File: config.mk
export PLATFORM = sky130hd
export DESIGN_NAME = sct_top
export DESIGN_NICKNAME = d
export VERILOG_FILES = /design/src/hw/sct_pkg.sv /design/src/hw/sct_mem_if.sv /design/src/hw/sct_cmp_mem.sv /design/src/hw/sct_top.sv
export VERILOG_INCLUDE_DIRS = /design/src /design/src/hw
export SDC_FILE = /design/constraint.sdc
export NUM_CORES = 2
export LEC_CHECK = 0
export BUFFER_PORTS_ARGS = -buffer_cell sky130_fd_sc_hd__buf_2
export CAP_MARGIN = 10
export CORE_MARGIN = 1
export CORE_UTILIZATION = 50
export CTS_CLUSTER_SIZE = 40
export DETAILED_ROUTE_END_ITERATION = 8
export MAX_ROUTING_LAYER = met4
export PLACE_DENSITY = 0.66
export SLEW_MARGIN = 10
export SYNTH_ARGS = -nofsm -noshare
export SYNTH_HDL_FRONTEND = slang
export SYNTH_SLANG_ARGS = --single-unit
File: constraint.sdc
create_clock -name i_clk -period 5.5 [get_ports i_clk]
set_input_delay 0.55 -clock i_clk [delete_from_list [all_inputs] [get_ports i_clk]]
set_output_delay 0.55 -clock i_clk [all_outputs]
set_load 0.02 [all_outputs]
File: src/hw/sct_regs.svh
// constants of the system counter and timer block: sizes, offsets, bit positions, ids
// included by the package and by every design file; definitions only
`ifndef SCT_REGS_SVH
`define SCT_REGS_SVH

`define SCT_NCORE         2
`define SCT_NSLOT         7
`define SCT_NENT          15
`define SCT_WAKE_ENT      4'he
`define SCT_ENT_W         4
`define SCT_CNT_W         64

// counter runs at the core clock rate
`define SCT_CLK_HZ        32'h0ee6b280
`define SCT_MIN_CNT_HZ    32'h00989680
`define SCT_TIDR_VAL      32'h00000001

// per-core interrupt ids; outputs carry ids 16..31, bit = id - base
`define SCT_ID_BASE       5'h10
`define SCT_ID_NS_PHYS    5'h1e
`define SCT_ID_SEC_PHYS   5'h1d
`define SCT_ID_HYP_VIRT   5'h1c
`define SCT_ID_VIRT       5'h1b
`define SCT_ID_HYP_PHYS   5'h1a
`define SCT_ID_MAINT      5'h19
`define SCT_ID_XTRIG      5'h18
`define SCT_ID_PMU        5'h17
`define SCT_ID_DCC        5'h16
`define SCT_ID_PROF       5'h15
`define SCT_ID_SHYP_PHYS  5'h14
`define SCT_ID_SHYP_VIRT  5'h13
`define SCT_HAS_HYP_VIRT  1'b1
`define SCT_HAS_SEC_HYP   1'b1

// counter control frame
`define SCT_CC_CR         12'h000
`define SCT_CC_SR         12'h004
`define SCT_CC_CV_LO      12'h008
`define SCT_CC_CV_HI      12'h00c
`define SCT_CC_FID0       12'h020
// counter read frame
`define SCT_RD_CV_LO      12'h000
`define SCT_RD_CV_HI      12'h004
// timer control frame
`define SCT_TC_FRQ        12'h000
`define SCT_TC_NSAR       12'h004
`define SCT_TC_TIDR       12'h008
`define SCT_TC_VOFF_LO    12'h080
`define SCT_TC_VOFF_HI    12'h084
// per-timer frame, also used for the per-core timers
`define SCT_PT_PCT_LO     12'h000
`define SCT_PT_PCT_HI     12'h004
`define SCT_PT_FRQ        12'h010
`define SCT_PT_CVAL_LO    12'h020
`define SCT_PT_CVAL_HI    12'h024
`define SCT_PT_TVAL       12'h028
`define SCT_PT_CTL        12'h02c

`define SCT_CR_EN         0
`define SCT_SR_RUN        0
`define SCT_CTL_EN        0
`define SCT_CTL_MASK      1
`define SCT_CTL_STAT      2

`endif

File: src/hw/sct_pkg.sv
// types shared by the system counter and timer files
// assumes sct_regs.svh on the include path
`include "sct_regs.svh"
package sct_pkg;
  typedef enum logic [2:0] {
    SCT_FR_CNT_CTRL,
    SCT_FR_CNT_READ,
    SCT_FR_TMR_CTRL,
    SCT_FR_WAKE,
    SCT_FR_CORE
  } sct_frame_t;

  typedef enum logic {
    SCT_ACC_IDLE,
    SCT_ACC_MEMRD
  } sct_acc_state_t;
endpackage

File: src/hw/sct_mem_if.sv
// carrier between the timer core and its compare-value store
// assumes one clock shared by both ends
`timescale 1ns/1ps
`include "sct_regs.svh"
interface sct_mem_if;
  logic                      we;
  logic [1:0]                wmask;
  logic [`SCT_ENT_W-1:0]     waddr;
  logic [`SCT_CNT_W-1:0]     wdata;
  logic [`SCT_ENT_W-1:0]     raddr;
  logic [`SCT_CNT_W-1:0]     rdata;
  modport ctrl (output we, wmask, waddr, wdata, raddr, input rdata);
  modport mem  (input we, wmask, waddr, wdata, raddr, output rdata);
endinterface

File: src/hw/sct_cmp_mem.sv
// compare-value store: one 64-bit word per timer, half-word write mask
// read data registered one cycle after the address; a write and read of
// the same word in one cycle returns the old value
`timescale 1ns/1ps
`include "sct_regs.svh"
module sct_cmp_mem (
  input  wire logic i_clk,
  sct_mem_if.mem    mem
);
  logic [`SCT_CNT_W-1:0] store [`SCT_NENT];
  logic [`SCT_CNT_W-1:0] rdata;

  always_ff @(posedge i_clk) begin
    if (mem.we && mem.wmask[0]) begin
      store[mem.waddr][31:0] <= mem.wdata[31:0];
    end
    if (mem.we && mem.wmask[1]) begin
      store[mem.waddr][63:32] <= mem.wdata[63:32];
    end
    rdata <= store[mem.raddr];
  end

  assign mem.rdata = rdata;
endmodule

File: src/hw/sct_top.sv
// system counter, per-core timers and memory-mapped wakeup timer
// assumes a plain single-beat frame access port and level interrupt inputs
// How it works
// non-secure physical to id 30, secure to 29
// hypervisor virtual timer drives id 28
// virtual to 27, hypervisor physical to 26
// secure hypervisor physical 20, virtual 19
// ids 25..21 carry the other core sources
// counter ticks at least ten megahertz
// counter never wraps within ten years
// counter is full 64 bits wide
// count value distributed to every core timer
// programmable compare per timer raises core interrupt
// memory-mapped wakeup timer always available
// wakeup expiry gives shared or message interrupt
// wakeup frame has no virtual timer; virtual offset reads zero
// virtual offset writes change nothing
// wakeup timer reachable from non-secure space
// frame security: control secure, timer frames open except core timer slots 1, 5, 6, which are secure only
// timer frame: compare halves, down-count, control
// control frame: count halves, control, status
// expired while count at or past compare
// 64-bit count read never mixes increments
`timescale 1ns/1ps
`include "sct_regs.svh"
module sct_top (
  input  wire logic                          i_clk,
  input  wire logic                          i_rst,
  input  wire logic                          i_acc_valid,
  input  wire logic                          i_acc_write,
  input  wire logic                          i_acc_secure,
  input  wire logic [2:0]                    i_acc_frame,
  input  wire logic [`SCT_ENT_W-1:0]         i_acc_timer,
  input  wire logic [11:0]                   i_acc_offset,
  input  wire logic [31:0]                   i_acc_wdata,
  input  wire logic [`SCT_NCORE-1:0]         i_maint_irq,
  input  wire logic [`SCT_NCORE-1:0]         i_cross_trigger_irq,
  input  wire logic [`SCT_NCORE-1:0]         i_pmu_irq,
  input  wire logic [`SCT_NCORE-1:0]         i_debug_comms_irq,
  input  wire logic [`SCT_NCORE-1:0]         i_profiling_buffer_irq,
  output logic                               o_acc_ready,
  output logic                               o_acc_done,
  output logic [31:0]                        o_acc_rdata,
  output logic [`SCT_CNT_W-1:0]              o_count,
  output logic [`SCT_NCORE-1:0][15:0]        o_per_core_interrupt,
  output logic                               o_wakeup_spi,
  output logic                               o_message_based_interrupt
);
  sct_mem_if mif ();

  sct_cmp_mem u_mem (
    .i_clk (i_clk),
    .mem   (mif)
  );

  logic [`SCT_CNT_W-1:0]    count,     next_count;
  logic                     cnt_en,    next_cnt_en;
  logic [31:0]              frq,       next_frq;
  logic [31:0]              nsar,      next_nsar;
  logic [31:0]              hi_latch,  next_hi_latch;
  logic [`SCT_NENT-1:0]     t_en,      next_t_en;
  logic [`SCT_NENT-1:0]     t_mask,    next_t_mask;
  logic [`SCT_NENT-1:0]     expired,   next_expired;
  logic [`SCT_ENT_W-1:0]    scan_idx,  next_scan_idx;
  logic [`SCT_ENT_W-1:0]    scan_ent,  next_scan_ent;
  logic                     scan_vld,  next_scan_vld;
  sct_pkg::sct_acc_state_t  acc_st,    next_acc_st;
  logic [`SCT_ENT_W-1:0]    acc_ent,   next_acc_ent;
  logic [11:0]              acc_off,   next_acc_off;
  logic                     ready,     next_ready;
  logic                     done,      next_done;
  logic [31:0]              rdata,     next_rdata;
  logic [`SCT_NCORE-1:0][15:0] per_core_interrupt,    next_ppi;
  logic                     wake,      next_wake;
  logic                     msg,       next_msg;

  // slot of an entry within its core; with two cores one subtraction is enough
  function automatic logic [2:0] ent_slot(input logic [`SCT_ENT_W-1:0] e);
    logic [`SCT_ENT_W-1:0] t;
    t = (e >= `SCT_ENT_W'(`SCT_NSLOT)) ? e - `SCT_ENT_W'(`SCT_NSLOT) : e;
    return t[2:0];
  endfunction
  // secure-only core timers: secure phys, secure hyp phys, secure hyp virt
  function automatic logic slot_secure(input logic [2:0] s);
    return (s == 3'h1) || (s == 3'h5) || (s == 3'h6);
  endfunction
  function automatic logic [4:0] slot_id(input logic [2:0] s);
    case (s)
      3'h0:    return `SCT_ID_NS_PHYS;
      3'h1:    return `SCT_ID_SEC_PHYS;
      3'h2:    return `SCT_ID_HYP_VIRT;
      3'h3:    return `SCT_ID_VIRT;
      3'h4:    return `SCT_ID_HYP_PHYS;
      3'h5:    return `SCT_ID_SHYP_PHYS;
      default: return `SCT_ID_SHYP_VIRT;
    endcase
  endfunction
  function automatic logic slot_present(input logic [2:0] s);
    case (s)
      3'h2:         return `SCT_HAS_HYP_VIRT;
      3'h5, 3'h6:   return `SCT_HAS_SEC_HYP;
      default:      return 1'b1;
    endcase
  endfunction
  // access decode, combinational helpers
  sct_pkg::sct_frame_t   frame;
  logic [`SCT_ENT_W-1:0] req_ent;
  logic                  req_tmr;
  logic                  req_ok;
  logic                  req_mem;

  always_comb begin
    frame   = sct_pkg::sct_frame_t'(i_acc_frame);
    req_tmr = (frame == sct_pkg::SCT_FR_WAKE) || (frame == sct_pkg::SCT_FR_CORE);
    req_ent = (frame == sct_pkg::SCT_FR_WAKE) ? `SCT_WAKE_ENT : i_acc_timer;
    req_ok  = 1'b1;
    if (frame == sct_pkg::SCT_FR_CNT_CTRL) begin
      req_ok = i_acc_secure;
    end else if (frame == sct_pkg::SCT_FR_CORE) begin
      req_ok = (i_acc_timer < `SCT_WAKE_ENT)
               && slot_present(ent_slot(i_acc_timer))
               && (i_acc_secure || !slot_secure(ent_slot(i_acc_timer)));
    end else if (frame > sct_pkg::SCT_FR_CORE) begin
      req_ok = 1'b0;
    end
    // wakeup frame takes either security state
    req_mem = req_tmr && req_ok && !i_acc_write
              && ((i_acc_offset == `SCT_PT_CVAL_LO) || (i_acc_offset == `SCT_PT_CVAL_HI)
                  || (i_acc_offset == `SCT_PT_TVAL));
  end

  always_comb begin
    logic        take;
    logic [63:0] sx;
    take          = ready && i_acc_valid;
    sx            = {{32{i_acc_wdata[31]}}, i_acc_wdata};
    next_count    = cnt_en ? count + 64'h1 : count;
    next_cnt_en   = cnt_en;
    next_frq      = frq;
    next_nsar     = nsar;
    next_hi_latch = hi_latch;
    next_t_en     = t_en;
    next_t_mask   = t_mask;
    next_expired  = expired;
    next_acc_st   = acc_st;
    next_acc_ent  = acc_ent;
    next_acc_off  = acc_off;
    next_done     = 1'b0;
    next_rdata    = rdata;
    mif.we        = 1'b0;
    mif.wmask     = 2'h0;
    mif.waddr     = req_ent;
    mif.wdata     = {i_acc_wdata, i_acc_wdata};
    mif.raddr     = scan_idx;
    // scan result: one entry per cycle unless an access read takes the store port, dropped if rewritten meanwhile
    if (scan_vld) begin
      next_expired[scan_ent] = (count >= mif.rdata);
    end
    case (acc_st)
      sct_pkg::SCT_ACC_IDLE: begin
        if (take && req_mem) begin
          mif.raddr    = req_ent;
          next_acc_ent = req_ent;
          next_acc_off = i_acc_offset;
          next_acc_st  = sct_pkg::SCT_ACC_MEMRD;
        end else if (take) begin
          next_done  = 1'b1;
          next_rdata = 32'h0;
          if (!req_ok) begin
            next_rdata = 32'h0;
          end else if (frame == sct_pkg::SCT_FR_CNT_CTRL) begin
            case (i_acc_offset)
              `SCT_CC_CR: begin
                if (i_acc_write) begin
                  next_cnt_en = i_acc_wdata[`SCT_CR_EN];
                end
                next_rdata[`SCT_CR_EN] = cnt_en;
              end
              `SCT_CC_SR:   next_rdata[`SCT_SR_RUN] = cnt_en;
              `SCT_CC_CV_LO: begin
                if (i_acc_write) begin
                  next_count[31:0] = i_acc_wdata;
                end
                next_rdata    = count[31:0];
                next_hi_latch = count[63:32];
              end
              `SCT_CC_CV_HI: begin
                if (i_acc_write) begin
                  next_count[63:32] = i_acc_wdata;
                end
                next_rdata = hi_latch;
              end
              `SCT_CC_FID0: next_rdata = `SCT_CLK_HZ;
              default:      next_rdata = 32'h0;
            endcase
          end else if (frame == sct_pkg::SCT_FR_CNT_READ) begin
            if (i_acc_offset == `SCT_RD_CV_LO) begin
              next_rdata    = count[31:0];
              next_hi_latch = count[63:32];
            end else if (i_acc_offset == `SCT_RD_CV_HI) begin
              next_rdata = hi_latch;
            end
          end else if (frame == sct_pkg::SCT_FR_TMR_CTRL) begin
            case (i_acc_offset)
              `SCT_TC_FRQ: begin
                if (i_acc_write && i_acc_secure) begin
                  next_frq = i_acc_wdata;
                end
                next_rdata = frq;
              end
              `SCT_TC_NSAR: begin
                if (i_acc_write && i_acc_secure) begin
                  next_nsar = i_acc_wdata;
                end
                next_rdata = i_acc_secure ? nsar : 32'h0;
              end
              `SCT_TC_TIDR: next_rdata = `SCT_TIDR_VAL;
              // virtual offset: reads zero, writes dropped
              `SCT_TC_VOFF_LO, `SCT_TC_VOFF_HI: next_rdata = 32'h0;
              default:      next_rdata = 32'h0;
            endcase
          end else begin
            case (i_acc_offset)
              `SCT_PT_PCT_LO: begin
                next_rdata    = count[31:0];
                next_hi_latch = count[63:32];
              end
              `SCT_PT_PCT_HI: next_rdata = hi_latch;
              `SCT_PT_FRQ:    next_rdata = frq;
              `SCT_PT_CVAL_LO, `SCT_PT_CVAL_HI: begin
                mif.we    = 1'b1;
                mif.wmask = (i_acc_offset == `SCT_PT_CVAL_LO) ? 2'h1 : 2'h2;
                next_expired[req_ent] = 1'b0;
              end
              `SCT_PT_TVAL: begin
                mif.we    = 1'b1;
                mif.wmask = 2'h3;
                mif.wdata = count + sx;
                next_expired[req_ent] = 1'b0;
              end
              `SCT_PT_CTL: begin
                if (i_acc_write) begin
                  next_t_en[req_ent]   = i_acc_wdata[`SCT_CTL_EN];
                  next_t_mask[req_ent] = i_acc_wdata[`SCT_CTL_MASK];
                end
                next_rdata[`SCT_CTL_EN]   = t_en[req_ent];
                next_rdata[`SCT_CTL_MASK] = t_mask[req_ent];
                next_rdata[`SCT_CTL_STAT] = t_en[req_ent] && expired[req_ent];
              end
              default:        next_rdata = 32'h0;
            endcase
          end
        end
      end
      sct_pkg::SCT_ACC_MEMRD: begin
        next_done   = 1'b1;
        next_acc_st = sct_pkg::SCT_ACC_IDLE;
        case (acc_off)
          `SCT_PT_CVAL_LO: next_rdata = mif.rdata[31:0];
          `SCT_PT_CVAL_HI: next_rdata = mif.rdata[63:32];
          default: begin
            sx         = mif.rdata - count;
            next_rdata = sx[31:0];
          end
        endcase
      end
      default: next_acc_st = sct_pkg::SCT_ACC_IDLE;
    endcase

    // a cleared flag must not be revived by a stale scan of the old value
    if (mif.we && scan_vld && (mif.waddr == scan_ent)) begin
      next_expired[scan_ent] = 1'b0;
    end
    next_ready    = (next_acc_st == sct_pkg::SCT_ACC_IDLE);
    next_scan_vld = (mif.raddr == scan_idx) && !(mif.we && (mif.waddr == scan_idx));
    next_scan_ent = scan_idx;
    next_scan_idx = scan_idx;
    if (mif.raddr == scan_idx) begin
      next_scan_idx = (scan_idx == `SCT_WAKE_ENT) ? '0 : scan_idx + `SCT_ENT_W'(1);
    end
  end

  // interrupt outputs, all levels except the message pulse
  always_comb begin
    logic [`SCT_ENT_W-1:0] e;
    logic [4:0]            id;
    e        = '0;
    id       = '0;
    next_ppi = '0;
    for (int c = 0; c < `SCT_NCORE; c++) begin
      for (int s = 0; s < `SCT_NSLOT; s++) begin
        e  = `SCT_ENT_W'(c * `SCT_NSLOT + s);
        id = slot_id(3'(s)) - `SCT_ID_BASE;
        if (slot_present(3'(s))) begin
          next_ppi[c][id[3:0]] = expired[e] && t_en[e] && !t_mask[e];
        end
      end
      id = `SCT_ID_MAINT - `SCT_ID_BASE;
      next_ppi[c][id[3:0]] = i_maint_irq[c];
      id = `SCT_ID_XTRIG - `SCT_ID_BASE;
      next_ppi[c][id[3:0]] = i_cross_trigger_irq[c];
      id = `SCT_ID_PMU - `SCT_ID_BASE;
      next_ppi[c][id[3:0]] = i_pmu_irq[c];
      id = `SCT_ID_DCC - `SCT_ID_BASE;
      next_ppi[c][id[3:0]] = i_debug_comms_irq[c];
      id = `SCT_ID_PROF - `SCT_ID_BASE;
      next_ppi[c][id[3:0]] = i_profiling_buffer_irq[c];
    end
    // wakeup timer stays usable whatever core power does
    next_wake = expired[`SCT_WAKE_ENT] && t_en[`SCT_WAKE_ENT] && !t_mask[`SCT_WAKE_ENT];
    next_msg  = next_wake && !wake;
  end

  always_ff @(posedge i_clk) begin
    if (i_rst) begin
      count    <= '0;
      cnt_en   <= 1'b0;
      frq      <= `SCT_CLK_HZ;
      nsar     <= 32'h0;
      hi_latch <= 32'h0;
      t_en     <= '0;
      t_mask   <= '0;
      expired  <= '0;
      scan_idx <= '0;
      scan_ent <= '0;
      scan_vld <= 1'b0;
      acc_st   <= sct_pkg::SCT_ACC_IDLE;
      acc_ent  <= '0;
      acc_off  <= 12'h0;
      ready    <= 1'b1;
      done     <= 1'b0;
      rdata    <= 32'h0;
      per_core_interrupt      <= '0;
      wake     <= 1'b0;
      msg      <= 1'b0;
    end else begin
      count    <= next_count;
      cnt_en   <= next_cnt_en;
      frq      <= next_frq;
      nsar     <= next_nsar;
      hi_latch <= next_hi_latch;
      t_en     <= next_t_en;
      t_mask   <= next_t_mask;
      expired  <= next_expired;
      scan_idx <= next_scan_idx;
      scan_ent <= next_scan_ent;
      scan_vld <= next_scan_vld;
      acc_st   <= next_acc_st;
      acc_ent  <= next_acc_ent;
      acc_off  <= next_acc_off;
      ready    <= next_ready;
      done     <= next_done;
      rdata    <= next_rdata;
      per_core_interrupt      <= next_ppi;
      wake     <= next_wake;
      msg      <= next_msg;
    end
  end

  assign o_count                   = count;
  assign o_acc_ready               = ready;
  assign o_acc_done                = done;
  assign o_acc_rdata               = rdata;
  assign o_per_core_interrupt      = per_core_interrupt;
  assign o_wakeup_spi              = wake;
  assign o_message_based_interrupt = msg;
endmodule

==> impl_metrics.toml <==
[status]
status = "finished, final reports clean"

[synthesis]
seq_area_frac_synth_pct = 59.0
synth_area_um2 = 60800
synthMuxAreaShare_pct = 1.85
ys_ff_latch = 1312
yosysTopAreaCell = "edfxtp_1"
ys_async_sr_fraction_pct = 0
synth_warnings = 0
synth_top_area_share_pct = 47.4
avgSynthCellArea_um2 = 10.7
synth_fa_ha_area_share_pct = 3.36
ys.flop_type = "edfxtp_1"
synth-xor-area-share_pct = 1.83
synth_top_family_by_area = "simple AND/OR/NAND/NOR gates"
synth-compound-area-share_pct = 14.9
synth.distinct_cells = 93
syn_inst = 5685
synth_edf_count = 960
synth_simple_gate_area_share_pct = 15.4
synth_area_leaders = "edfxtp_1 47%, dfxtp_1 12%, nand2_1 6.7%, ha_1 3.3%, a21oi_1 2.9%"

[die]
dieHeight_um = 351
core_area_um2 = 120000
num_rows = 127
start_util_pct = 50.5
die_w_um = 351
io_pins = 198
dieArea_um2 = 123000

[sta]
slew_violations = 0
period_share_pct = 83.4
fin_crit_ns = 4.59
relSlewSlack_pct = 16.1
setup_tns_ns = 0
setup_viol_count_final = 0
worst_pin_slew_ns = 1.26
finalClockSkew_ns = 0.0347
timing.fmax_mhz = 218
hold_violations = 0
setup_slack_ns = 0.911
rsz0062_at_grt = "false"

[global_route]
grt_pass1_vias = 42817
grt_max_degree = 147
grt_pass1_wl_mm = 292
grt_usage_pct = 33.8
antenna_found_initial = 13
grt.overflow.total = 0

[clock_network]
cts_resized = 0
cts_tree = "done"
cts_root_buf = "clkbuf_16"
cts.clk_slew.worst_paths_ns = 0.06
cts.sinks = 1312
cts_inserted_buffers = 137
clk_latency_ns = 0.79
h-tree-depth = 4
clk_path_buf_depth = 3

[drt]
vias = 47496
wl_per_cell_um = 27.0
dr.pass1.iters = 8
met2RoutedLength_mm = 88.2
route.met3.wl_mm = 21.5
routed_wirelength_mm = 205
wl_met1_mm = 84.2
antenna_left = 0
vias_per_cell = 6.25
drt_first_iter_violations = 6308
top_layer = "met4"
drc = 0

[worst_setup_path]
cp_max_fo = 15
timing_worst_setup_path_type = "register to register"
crit_required_ns = 5.88
cp-start-kind = "register"
cp.arrival_ns = 4.97
critPathCaptureType = "register"

[placement]
place_congestion = 1.06
pre_cts_ws_ns = 0.487
portBuffers = 189
place_inst = 7326
hpwl_mm = 134

[worst_hold_path]
hp-class = "primary input to register"

[cells_and_area]
instances_no_fill = 7599
nets = 6091
layout-drive-gt1-share_pct = 11.6
fin_util_pct = 57.5
n_fill_cell = 9943
area_delta_synth_final_pct = 13.9

[run]
maxCapViolCount = 0

[pwr]
finalPower_mw = 21.8
power_density_nw_per_um2 = 314
cellLeakagePower_nw = 25.2
ir_drop_v = 0.000330
routing by layer:
| metal | GRT usage (%) | up-vias |
|---|---|---|
| met3 | 6.86 | 475 |
| met2 | 48.0 | 2615 |
| li1 | - | 21288 |
| met5 | - | - |
| met4 | 17.3 | 0 |
| met1 | 45.8 | 23118 |
flip-flops by register name, summed over array words and instances (netlist names):
register and flops:
expired 15, scan_ent 4, t_mask 15, acc_st 1, cnt_en 1, frq 32, o_acc_rdata 32, t_en 15
scan_vld 1, u_mem.store 960, next_scan_ent 4, o_count 64, acc_off 12, o_per_core_interrupt 24, hi_latch 32, u_mem.mem.rdata 64
o_acc_ready 1, o_acc_done 1, o_wakeup_spi 1, nsar 32, o_message_based_interrupt 1
critical path: stages, from the launching register on:
cell and delay, ns:
dfxtp_1 0.33, ha_1 0.24, inv_1 0.08, fa_1 0.40
nor2b_1 0.14, o21ai_0 0.11, a21oi_1 0.26, o21ai_0 0.22
a211oi_1 0.42, o21ai_0 0.27, a21oi_1 0.44, a31oi_1 0.26
o21ai_0 0.38, mux2i_1 0.25, nand3_1 0.38
final timing paths:
| path | start | cells after the start | slack (ns) | end |
|---|---|---|---|---|
| worst max-delay path | o_count[0] | 14 | 0.91 | u_mem.store[1][62] |
| worst min-delay path | i_acc_wdata[10] | 3 | 0.13 | nsar[10] |
| worst max register to register | o_count[0] | 14 | 0.91 | u_mem.store[1][62] |
| worst min register to register | o_wakeup_spi | 1 | 0.41 | o_message_based_interrupt |
final cells by class:
cell class / instances / area [um^2] / area share [%]
Inverter: 138 / 518 / 0.748
Clock inverter: 55 / 597 / 0.862
Timing Repair Buffer: 422 / 3240 / 4.68
Antenna cell: 16 / 40.0 / 0.0578
Multi-Input combinational cell: 3852 / 23100 / 33.3
Clock buffer: 192 / 3870 / 5.59
Tap cell: 1612 / 2020 / 2.91
Sequential cell: 1312 / 35900 / 51.8
stage by stage:
step	area [um^2]	hold slack (ns)
after CTS	69200	0.0800
after detailed placement	64600	0.401
after global placement	64600	0.397
after global routing	69200	0.123
final	69200	0.132
after floorplan	60800	0.409
Yosys cell counts, types with 7 or more instances:
| cell type | number |
|---|---|
| nor4bb_1 | 16 |
| nand2b_1 | 26 |
| a21o_1 | 78 |
| buf_4 | 19 |
| nor3b_1 | 8 |
| a2111oi_0 | 7 |
| o221ai_1 | 9 |
| clkbuf_1 | 266 |
| nand4_1 | 35 |
| a32oi_1 | 8 |
| or3_1 | 24 |
| a221oi_1 | 49 |
| a21oi_1 | 348 |
| xnor2_1 | 76 |
| a22o_1 | 8 |
| a22oi_1 | 47 |
| nor4_1 | 12 |
| ha_1 | 160 |
| xor2_1 | 51 |
| and3_1 | 106 |
| o211ai_1 | 39 |
| a211oi_1 | 199 |
| o21bai_1 | 12 |
| nand2_1 | 1084 |
| a21boi_0 | 10 |
| nand3_1 | 201 |
| and2_1 | 14 |
| a221o_1 | 11 |
| nor2b_1 | 103 |
| dfxtp_1 | 352 |
| o21ai_0 | 236 |
| buf_1 | 14 |
| a31oi_1 | 90 |
| o22ai_1 | 18 |
| nor2_1 | 305 |
| a222oi_1 | 7 |
| edfxtp_1 | 960 |
| a311oi_1 | 139 |
| mux2i_1 | 103 |
| inv_1 | 135 |
| buf_2 | 86 |
| nor3_1 | 103 |
| o21a_1 | 15 |
logic make-up after synthesis:
kind of cell / count (synthesis)
adders and majority gates: 162
and+or+nand+nor: 2076
buffers and inverters: 528
other: 1
muxes: 109
DFF: 1312
AOI/OAI and AO/OA: 1370
xor gates and xnor gates: 127
report_power, final:
part           internal (mW)  total, mW  switching (mW)
Sequential              10.7       10.9           0.187
Clock                   5.28       9.20            3.93
Combinational          0.541       1.69            1.15
placed cells by master (no fill, tap or decap), drive strengths merged, types with 39 or more instances in the layout:
master	instances
dfxtp	352
clkbuf	193
mux2i	106
a221oi	49
nand2	1084
o211ai	39
buf	411
nor2	308
and3	106
nor2b	103
inv	142
clkinv	40
xor2	51
a211oi	200
o21ai	239
a21oi	349
nor3	103
edfxtp	960
a311oi	139
a31oi	90
ha	160
a21o	78
nand3	202
xnor2	76
a22oi	47
what timing repair did:
item | CTS | global route
hold buffers | 10 | 0
endpoints found under the hold margin | 10 | 0
buffers inserted | 0 | 0
No activity file was read; power rests on OpenSTA's default activity.
